$ cat src/inc/ppu_pkg.sv
// Constants, register map and types of the pulse pattern output path.
// Assumes a 32-bit APB master and a timer time base giving trigger pulses.
//
// Behaviour
// - Sixteen pulse output bits form four 4-bit groups, group 3 on top.
// - All groups run at once, each with its own independent trigger.
// - Output triggers come from the companion 16-bit timer time base.
// - On its trigger an enabled bit copies its staged bit to its latch.
// - On a trigger a disabled bit keeps its output latch unchanged.
// - Software writes to an enabled output latch bit are ignored.
// - Software writes to a disabled output latch bit are accepted.
// - Each 16-bit control set is split into high (15:8) and low (7:0).
// - Staged next data sits in separate high and low staged registers.
// - Each group selects its own trigger source in a control register.
`default_nettype none
package ppu_pkg;
  localparam int PPU_GROUPS = 4;
  localparam int PPU_GBITS = 4;
  localparam int PPU_BITS = PPU_GROUPS * PPU_GBITS;
  localparam int PPU_HALF = 8;
  localparam int PPU_TRIG_N = 4;
  localparam int PPU_SEL_W = 2;
  localparam int PPU_SEL_REG_W = PPU_GROUPS * PPU_SEL_W;
  localparam logic [11:0] PPU_OFS_NEXT_EN_H = 12'h000;
  localparam logic [11:0] PPU_OFS_NEXT_EN_L = 12'h004;
  localparam logic [11:0] PPU_OFS_LATCH_H = 12'h008;
  localparam logic [11:0] PPU_OFS_LATCH_L = 12'h00c;
  localparam logic [11:0] PPU_OFS_STAGED_H = 12'h010;
  localparam logic [11:0] PPU_OFS_STAGED_L = 12'h014;
  localparam logic [11:0] PPU_OFS_TRIG_SEL = 12'h018;
  localparam logic [7:0] PPU_RST_BYTE = 8'h00;
  localparam logic [31:0] PPU_RD_ZERO = 32'h0000_0000;
endpackage
`default_nettype wire

$ cat src/inc/ppu_trig_if.sv
// Carries the trigger select field and the per-group trigger pulses.
// Assumes trigger inputs are already on the sys_clk domain.
`default_nettype none
interface ppu_trig_if;
  import ppu_pkg::*;
  logic [PPU_SEL_REG_W-1:0] sel;
  logic [PPU_TRIG_N-1:0] src;
  logic [PPU_GROUPS-1:0] fire;
  modport ctrl (output sel, output src, input fire);
  modport mux (input sel, input src, output fire);
endinterface
`default_nettype wire

$ cat src/core/ppu_top.sv
// Top of the pulse pattern output path: APB registers and output latches.
// Assumes timer trigger pulses are one sys_clk cycle wide, same domain.
//
// Our own choices: the register offsets and the APB register port.
`default_nettype none
module ppu_top
  import ppu_pkg::*;
(
  input wire logic sys_clk,
  input wire logic rstn,
  input wire logic psel,
  input wire logic penable,
  input wire logic pwrite,
  input wire logic [11:0] paddr,
  input wire logic [31:0] pwdata,
  input wire logic [3:0] pstrb,
  output logic [31:0] prdata,
  output logic pready,
  output logic pslverr,
  input wire logic [PPU_TRIG_N-1:0] timer_trig,
  output logic [PPU_BITS-1:0] pulse_pins
);
  logic [PPU_HALF-1:0] next_enable_high_r;
  logic [PPU_HALF-1:0] next_enable_low_r;
  logic [PPU_HALF-1:0] staged_data_high_r;
  logic [PPU_HALF-1:0] staged_data_low_r;
  logic [PPU_SEL_REG_W-1:0] trigger_select_reg_r;
  logic [PPU_BITS-1:0] output_latch_bits_r;
  logic [PPU_BITS-1:0] next_enable_bits;
  logic [PPU_BITS-1:0] staged_data_bits;
  logic [PPU_BITS-1:0] latch_nxt;
  logic [PPU_BITS-1:0] bit_fire;
  logic [PPU_BITS-1:0] take_bits;
  logic [PPU_BITS-1:0] kept_bits;
  logic [PPU_HALF-1:0] wr_byte;
  logic [31:0] rd_nxt;
  logic [31:0] rd_en_h;
  logic [31:0] rd_en_l;
  logic [31:0] rd_lat_h;
  logic [31:0] rd_lat_l;
  logic [31:0] rd_stg_h;
  logic [31:0] rd_stg_l;
  logic [31:0] rd_trig;
  logic setup_ph;
  logic access_ph;
  logic wr_acc;
  logic rd_acc;
  logic lane0;
  logic sel_en_h;
  logic sel_en_l;
  logic sel_lat_h;
  logic sel_lat_l;
  logic sel_stg_h;
  logic sel_stg_l;
  logic sel_trig;
  logic wr_en_h;
  logic wr_en_l;
  logic wr_lat_h;
  logic wr_lat_l;
  logic wr_stg_h;
  logic wr_stg_l;
  logic wr_trig;
  logic hit;
  logic err_nxt;
  logic ready_nxt;

  ppu_trig_if tif();
  assign tif.sel = trigger_select_reg_r;
  assign tif.src = timer_trig;

  ppu_trig_mux u_mux (
    .tif(tif)
  );

  // Register offset compare, shared by the write strobes and the read mux.
  function automatic logic addr_is(
    input logic [11:0] a,
    input logic [11:0] ofs
  );
    return a == ofs;
  endfunction

  // One register byte placed in the low lane of an otherwise zero word.
  function automatic logic [31:0] byte_word(
    input logic [PPU_HALF-1:0] b
  );
    logic [31:0] w;
    w = PPU_RD_ZERO;
    w[PPU_HALF-1:0] = b;
    return w;
  endfunction

  // Software write byte for a half, masked so enabled bits stay put.
  function automatic logic [PPU_HALF-1:0] sw_merge(
    input logic [PPU_HALF-1:0] cur,
    input logic [PPU_HALF-1:0] en,
    input logic [PPU_HALF-1:0] wd
  );
    return (cur & en) | (wd & ~en);
  endfunction

  assign setup_ph = psel & ~penable;
  assign access_ph = psel & penable;
  // A write lands only at the edge where the master sees pready high.
  assign wr_acc = access_ph & pwrite & pready;
  // Read data is loaded at the end of setup and stands through access.
  assign rd_acc = setup_ph & ~pwrite;
  assign lane0 = pstrb[0];
  assign wr_byte = pwdata[PPU_HALF-1:0];

  assign sel_en_h = addr_is(paddr, PPU_OFS_NEXT_EN_H);
  assign sel_en_l = addr_is(paddr, PPU_OFS_NEXT_EN_L);
  assign sel_lat_h = addr_is(paddr, PPU_OFS_LATCH_H);
  assign sel_lat_l = addr_is(paddr, PPU_OFS_LATCH_L);
  assign sel_stg_h = addr_is(paddr, PPU_OFS_STAGED_H);
  assign sel_stg_l = addr_is(paddr, PPU_OFS_STAGED_L);
  assign sel_trig = addr_is(paddr, PPU_OFS_TRIG_SEL);
  assign hit = sel_en_h | sel_en_l | sel_lat_h | sel_lat_l
    | sel_stg_h | sel_stg_l | sel_trig;
  assign err_nxt = setup_ph & ~hit;
  // Zero wait states: every setup is answered in the cycle after it.
  assign ready_nxt = setup_ph;

  // Unmapped or strobe-less writes match no strobe and change nothing.
  assign wr_en_h = wr_acc & lane0 & sel_en_h;
  assign wr_en_l = wr_acc & lane0 & sel_en_l;
  assign wr_lat_h = wr_acc & lane0 & sel_lat_h;
  assign wr_lat_l = wr_acc & lane0 & sel_lat_l;
  assign wr_stg_h = wr_acc & lane0 & sel_stg_h;
  assign wr_stg_l = wr_acc & lane0 & sel_stg_l;
  assign wr_trig = wr_acc & lane0 & sel_trig;

  assign next_enable_bits = {next_enable_high_r, next_enable_low_r};
  assign staged_data_bits = {staged_data_high_r, staged_data_low_r};

  genvar g;
  generate
    for (g = 0; g < PPU_GROUPS; g++) begin : gfire
      assign bit_fire[g*PPU_GBITS +: PPU_GBITS] = {PPU_GBITS{tif.fire[g]}};
    end
  endgenerate

  assign kept_bits[PPU_BITS-1:PPU_HALF] = wr_lat_h
    ? sw_merge(output_latch_bits_r[PPU_BITS-1:PPU_HALF],
      next_enable_bits[PPU_BITS-1:PPU_HALF], wr_byte)
    : output_latch_bits_r[PPU_BITS-1:PPU_HALF];
  assign kept_bits[PPU_HALF-1:0] = wr_lat_l
    ? sw_merge(output_latch_bits_r[PPU_HALF-1:0],
      next_enable_bits[PPU_HALF-1:0], wr_byte)
    : output_latch_bits_r[PPU_HALF-1:0];

  // A trigger and a software write in one cycle never meet on a bit:
  // the write only reaches disabled bits, the trigger only enabled ones.
  genvar i;
  generate
    for (i = 0; i < PPU_BITS; i++) begin : gbit
      assign take_bits[i] = bit_fire[i] & next_enable_bits[i];
      assign latch_nxt[i] = take_bits[i] ? staged_data_bits[i]
        : kept_bits[i];
    end
  endgenerate

  assign rd_en_h = byte_word(next_enable_high_r);
  assign rd_en_l = byte_word(next_enable_low_r);
  assign rd_lat_h = byte_word(output_latch_bits_r[PPU_BITS-1:PPU_HALF]);
  assign rd_lat_l = byte_word(output_latch_bits_r[PPU_HALF-1:0]);
  assign rd_stg_h = byte_word(staged_data_high_r);
  assign rd_stg_l = byte_word(staged_data_low_r);
  assign rd_trig = byte_word(trigger_select_reg_r);

  always_comb begin
    rd_nxt = PPU_RD_ZERO;
    if (sel_en_h) begin
      rd_nxt = rd_en_h;
    end else if (sel_en_l) begin
      rd_nxt = rd_en_l;
    end else if (sel_lat_h) begin
      rd_nxt = rd_lat_h;
    end else if (sel_lat_l) begin
      rd_nxt = rd_lat_l;
    end else if (sel_stg_h) begin
      rd_nxt = rd_stg_h;
    end else if (sel_stg_l) begin
      rd_nxt = rd_stg_l;
    end else if (sel_trig) begin
      rd_nxt = rd_trig;
    end
  end

  always_ff @(posedge sys_clk or negedge rstn) begin
    if (!rstn) begin
      pready <= 1'b0;
    end else begin
      pready <= ready_nxt;
    end
  end

  always_ff @(posedge sys_clk or negedge rstn) begin
    if (!rstn) begin
      pslverr <= 1'b0;
    end else begin
      pslverr <= err_nxt;
    end
  end

  // Read data holds between reads so the master may sample it late.
  always_ff @(posedge sys_clk or negedge rstn) begin
    if (!rstn) begin
      prdata <= PPU_RD_ZERO;
    end else if (rd_acc) begin
      prdata <= rd_nxt;
    end
  end

  always_ff @(posedge sys_clk or negedge rstn) begin
    if (!rstn) begin
      next_enable_high_r <= PPU_RST_BYTE;
    end else if (wr_en_h) begin
      next_enable_high_r <= wr_byte;
    end
  end

  always_ff @(posedge sys_clk or negedge rstn) begin
    if (!rstn) begin
      next_enable_low_r <= PPU_RST_BYTE;
    end else if (wr_en_l) begin
      next_enable_low_r <= wr_byte;
    end
  end

  always_ff @(posedge sys_clk or negedge rstn) begin
    if (!rstn) begin
      staged_data_high_r <= PPU_RST_BYTE;
    end else if (wr_stg_h) begin
      staged_data_high_r <= wr_byte;
    end
  end

  always_ff @(posedge sys_clk or negedge rstn) begin
    if (!rstn) begin
      staged_data_low_r <= PPU_RST_BYTE;
    end else if (wr_stg_l) begin
      staged_data_low_r <= wr_byte;
    end
  end

  always_ff @(posedge sys_clk or negedge rstn) begin
    if (!rstn) begin
      trigger_select_reg_r <= PPU_RST_BYTE;
    end else if (wr_trig) begin
      trigger_select_reg_r <= wr_byte[PPU_SEL_REG_W-1:0];
    end
  end

  always_ff @(posedge sys_clk or negedge rstn) begin
    if (!rstn) begin
      output_latch_bits_r <= {PPU_RST_BYTE, PPU_RST_BYTE};
    end else begin
      output_latch_bits_r <= latch_nxt;
    end
  end

  // pins follow latch
  // The pins take the same next value as the latch, so they never lag it.
  always_ff @(posedge sys_clk or negedge rstn) begin
    if (!rstn) begin
      pulse_pins <= {PPU_RST_BYTE, PPU_RST_BYTE};
    end else begin
      pulse_pins <= latch_nxt;
    end
  end
endmodule
`default_nettype wire

$ cat src/core/ppu_trig_mux.sv
// Per-group trigger selection for the pulse pattern output path.
// Assumes trigger sources are single-cycle pulses on sys_clk.
`default_nettype none
module ppu_trig_mux
  import ppu_pkg::*;
(
  ppu_trig_if.mux tif
);
  genvar g;
  generate
    for (g = 0; g < PPU_GROUPS; g++) begin : gsel
      assign tif.fire[g] = tif.src[tif.sel[g*PPU_SEL_W +: PPU_SEL_W]];
    end
  endgenerate
endmodule
`default_nettype wire

$ cat config.mk
export PLATFORM = sky130hd
export DESIGN_NAME = ppu_top
export DESIGN_NICKNAME = d
export VERILOG_FILES = /design/src/inc/ppu_pkg.sv /design/src/inc/ppu_trig_if.sv /design/src/core/ppu_top.sv /design/src/core/ppu_trig_mux.sv
export SDC_FILE = /design/constraint.sdc
export NUM_CORES = 1
export LEC_CHECK = 0
export ABC_AREA = 1
export BUFFER_PORTS_ARGS = -buffer_cell sky130_fd_sc_hd__buf_2
export CORE_UTILIZATION = 47
export CTS_BUF_LIST = sky130_fd_sc_hd__clkbuf_16
export DETAILED_ROUTE_END_ITERATION = 16
export PLACE_DENSITY = 0.76
export SLEW_MARGIN = 20
export SYNTH_ARGS = -nofsm -noshare
export SYNTH_HDL_FRONTEND = slang
export SYNTH_HIERARCHICAL = 1
export SYNTH_SLANG_ARGS = --single-unit
$ cat constraint.sdc
create_clock -name sys_clk -period 1.4 [get_ports sys_clk]
set_input_delay 0.28 -clock sys_clk [delete_from_list [all_inputs] [get_ports sys_clk]]
set_output_delay 0.28 -clock sys_clk [all_outputs]
set_load 0.02 [all_outputs]
==> summary.txt <==
Outcome = finished with violations
Failing checks = negative setup slack
Sink Count = 66
Dominant cells by area after synthesis = dfrtp_1, nand2_1, nand3_1, o21ai_0, buf_4
Layout cells sized above 1 = 26.0%
Min Clock Period, post-route = 1.42 ns
Clock skew = 0.00580 ns
Gpl congestion = 0.907
Unique cell type count in the Yosys netlist = 29
Routed len/inst = 15.1 µm
First-pass GRT wire length = 16600 µm
DIE HEIGHT = 91.0 µm
Die width = 91.0 µm
Routed via count = 3734
Area grow syn2layout = 26.6%
Highest routed layer = met4
Core area = 0.00769 mm²
Worst path slowest cell = dfrtp_2
Critical Path AT = 1.62 ns
# DRC = 0
DP HPWL = 7180 µm
Max Fclk = 0.704 GHz
TritonRoute pass-1 iters = 9
Vias per cell = 5.41
Ant diodes = 0
Routed wl met2 = 4870 µm
Most common cell in the netlist = nand2_1
Clk slew on worst S/H paths = 0.05 ns
Yosys top cell by area = dfrtp_1
Maximum VDD drop = 0.650 mV
Setup repair after global routing missed its margin = true
Worst Hold Class = in -> reg
Post-synth EDFFs = 0
Final Cycle Share = 101%
Buffers on Ports = 55
WL final = 10400 µm
Synth Cell Area = 0.00372 mm²
All-layer global routing usage = 25.7%
Met3 Wirelength = 794 µm
WS Path Type = reg -> reg
Crit-path max FO = 8
Avg Cell Area, Syn = 7.51 µm²
Final worst slack = -0.0208 ns
Synth top area share = 44.4%
H-tree levels = 3
Fin. Hold Viols = 0
Synth async-reset ratio = 100%
Total chip power = 4.22 mW
Sum of negative setup slack = -0.0292 ns
Cell Chain, Critical Path = inv_2 > nor2_2 > nand3_2 > inv_4 > nand4_4 > or2_1 > nand3_1 > o211ai_1
M1 WL = 4460 µm
Drt first-iter violations = 323
Initial Util = 48.4%
Final non-filler cell total = 690
Initial antenna violation count = 0
Die area = 0.00827 mm²
LEAKAGE = 2.29 nW
Primary FF master, synth = dfrtp_1
Pin count of the biggest net entering global routing = 67
Layout net count = 640
Clock Tree Buf Depth = 2
Remaining global-route overflow = 0
Syn Inst Count = 495
Warning count from the yosys run = 6
Crit. End Element = flip-flop
Worst Path Required = 1.60 ns
# rows = 32
Slowest cell delay on critical path = 0.36 ns
Critical Path Source Type = flip-flop
Final setup viols = 2
Seq/Total Area, Yosys = 44.4%
Util after Layout = 61.3%
Num CTS Buffers = 9
Number of placed I/O pins = 107
Register bit total from synthesis = 66
P per Cell Area = 896 mW/mm²
Antenna Nets Post-Route = 0
CTS tree = done
Post-synth top cells = nand2_1, nand3_1, dfrtp_1, o21ai_0, inv_1
Hold_ws = 0.258 ns
Max-cap viol count = 0
Root buf cell = clkbuf_16
Vias in the first global route = 3406
Worst-Skew Late Latency = 0.33 ns
Post-Place Cells = 669
Slew Limit Fails = 0
==> worst paths after layout <==
kind	from	end	slack (ns)	depth (start not counted)
min in group asynchronous	rstn	prdata[2]	0.50	3
worst max register to register	pready	flip-flop	-0.02	8
worst min register to register	prdata[2]	prdata[2]	0.47	2
worst min-delay path	penable	pready	0.26	3
max in group asynchronous	rstn	staged_data_low_r[6]	0.59	3
worst max-delay path	pready	flip-flop	-0.02	8
==> per-layer routing <==
layer / track usage (%) / vias to the layer above
met1: 35.4 / 1750
li1: - / 1768
met3: 4.52 / 21
met2: 39.5 / 195
met4: 12.0 / 0
met5: 0 / -
==> what timing repair did <==
| item | CTS | global route |
|---|---|---|
| gates cloned | 0 | 2 |
| endpoints found under the setup margin | 9 | 60 |
| hold buffers | 1 | 0 |
| hold endpoints to repair | 66 | 0 |
| pin swaps | 0 | 8 |
| gates resized for setup | 5 | 32 |
| setup buffers | 1 | 1 |
==> power by group <==
group	switching, mW	internal (mW)
clock	0.818	1.17
sequential	0.00201	1.91
combinational	0.235	0.0802
total	1.06	3.16
==> stage by stage <==
step / setup slack [ns] / cell area, µm²
floorplan: -0.0649 / 3840
global placement: -0.214 / 4290
detailed placement: -0.335 / 4290
CTS: -0.0434 / 4590
global route: -0.107 / 4710
finish: -0.0208 / 4710
==> critical path: cells and delay by family, from the launching register on <==
kind,cells,cell delay (ns)
AO/OA/AOI/OAI,1,0.09
buffers and inverters,2,0.11
flip-flops,1,0.36
AND/OR/NAND/NOR,5,0.72
==> cells by family after synthesis <==
kind of cell,after synthesis,share of synthesized area (%)
compound gates,77,11.6
buf+inv,80,10.9
flops,66,44.4
other cells,1,0.101
simple gates,271,33.0
==> cells in the final DEF (no fill, tap or decap), types with 2 or more instances in the layout <==
cell       synthesis  routed
o211ai_1           7       7
nor2_1            36      30
nand2_4            1       2
o21ai_0           49      46
o21ai_2            8       8
clkinv_1           0       4
o21ai_1            0       3
or2_4              0       2
or2_1              2       2
nand4_1            8       8
inv_1             43      41
nor2_4             2       4
nand3_1           68      60
buf_12             0       5
nand2_1          134     127
buf_6              1       4
nor3_1             6       4
nor2_2             3       7
buf_2              5      55
a21oi_1           13      12
conb_1             1      24
buf_4             24      23
nand3_2            1       9
nand2_2            2       8
nor3_2             2       4
clkbuf_16          0       9
dfrtp_1           66      65
inv_2              2       3
==> cell type report <==
class | count | area (µm²)
well taps | 102 | 128
clock inverters | 7 | 36.3
inverters | 45 | 171
fillers | 667 | 2980
flip-flops and latches | 66 | 1650
repair buffers | 88 | 603
clock buffers | 9 | 225
multi-input cells | 373 | 1890
Note: power is estimated with default switching activity, not from simulation.
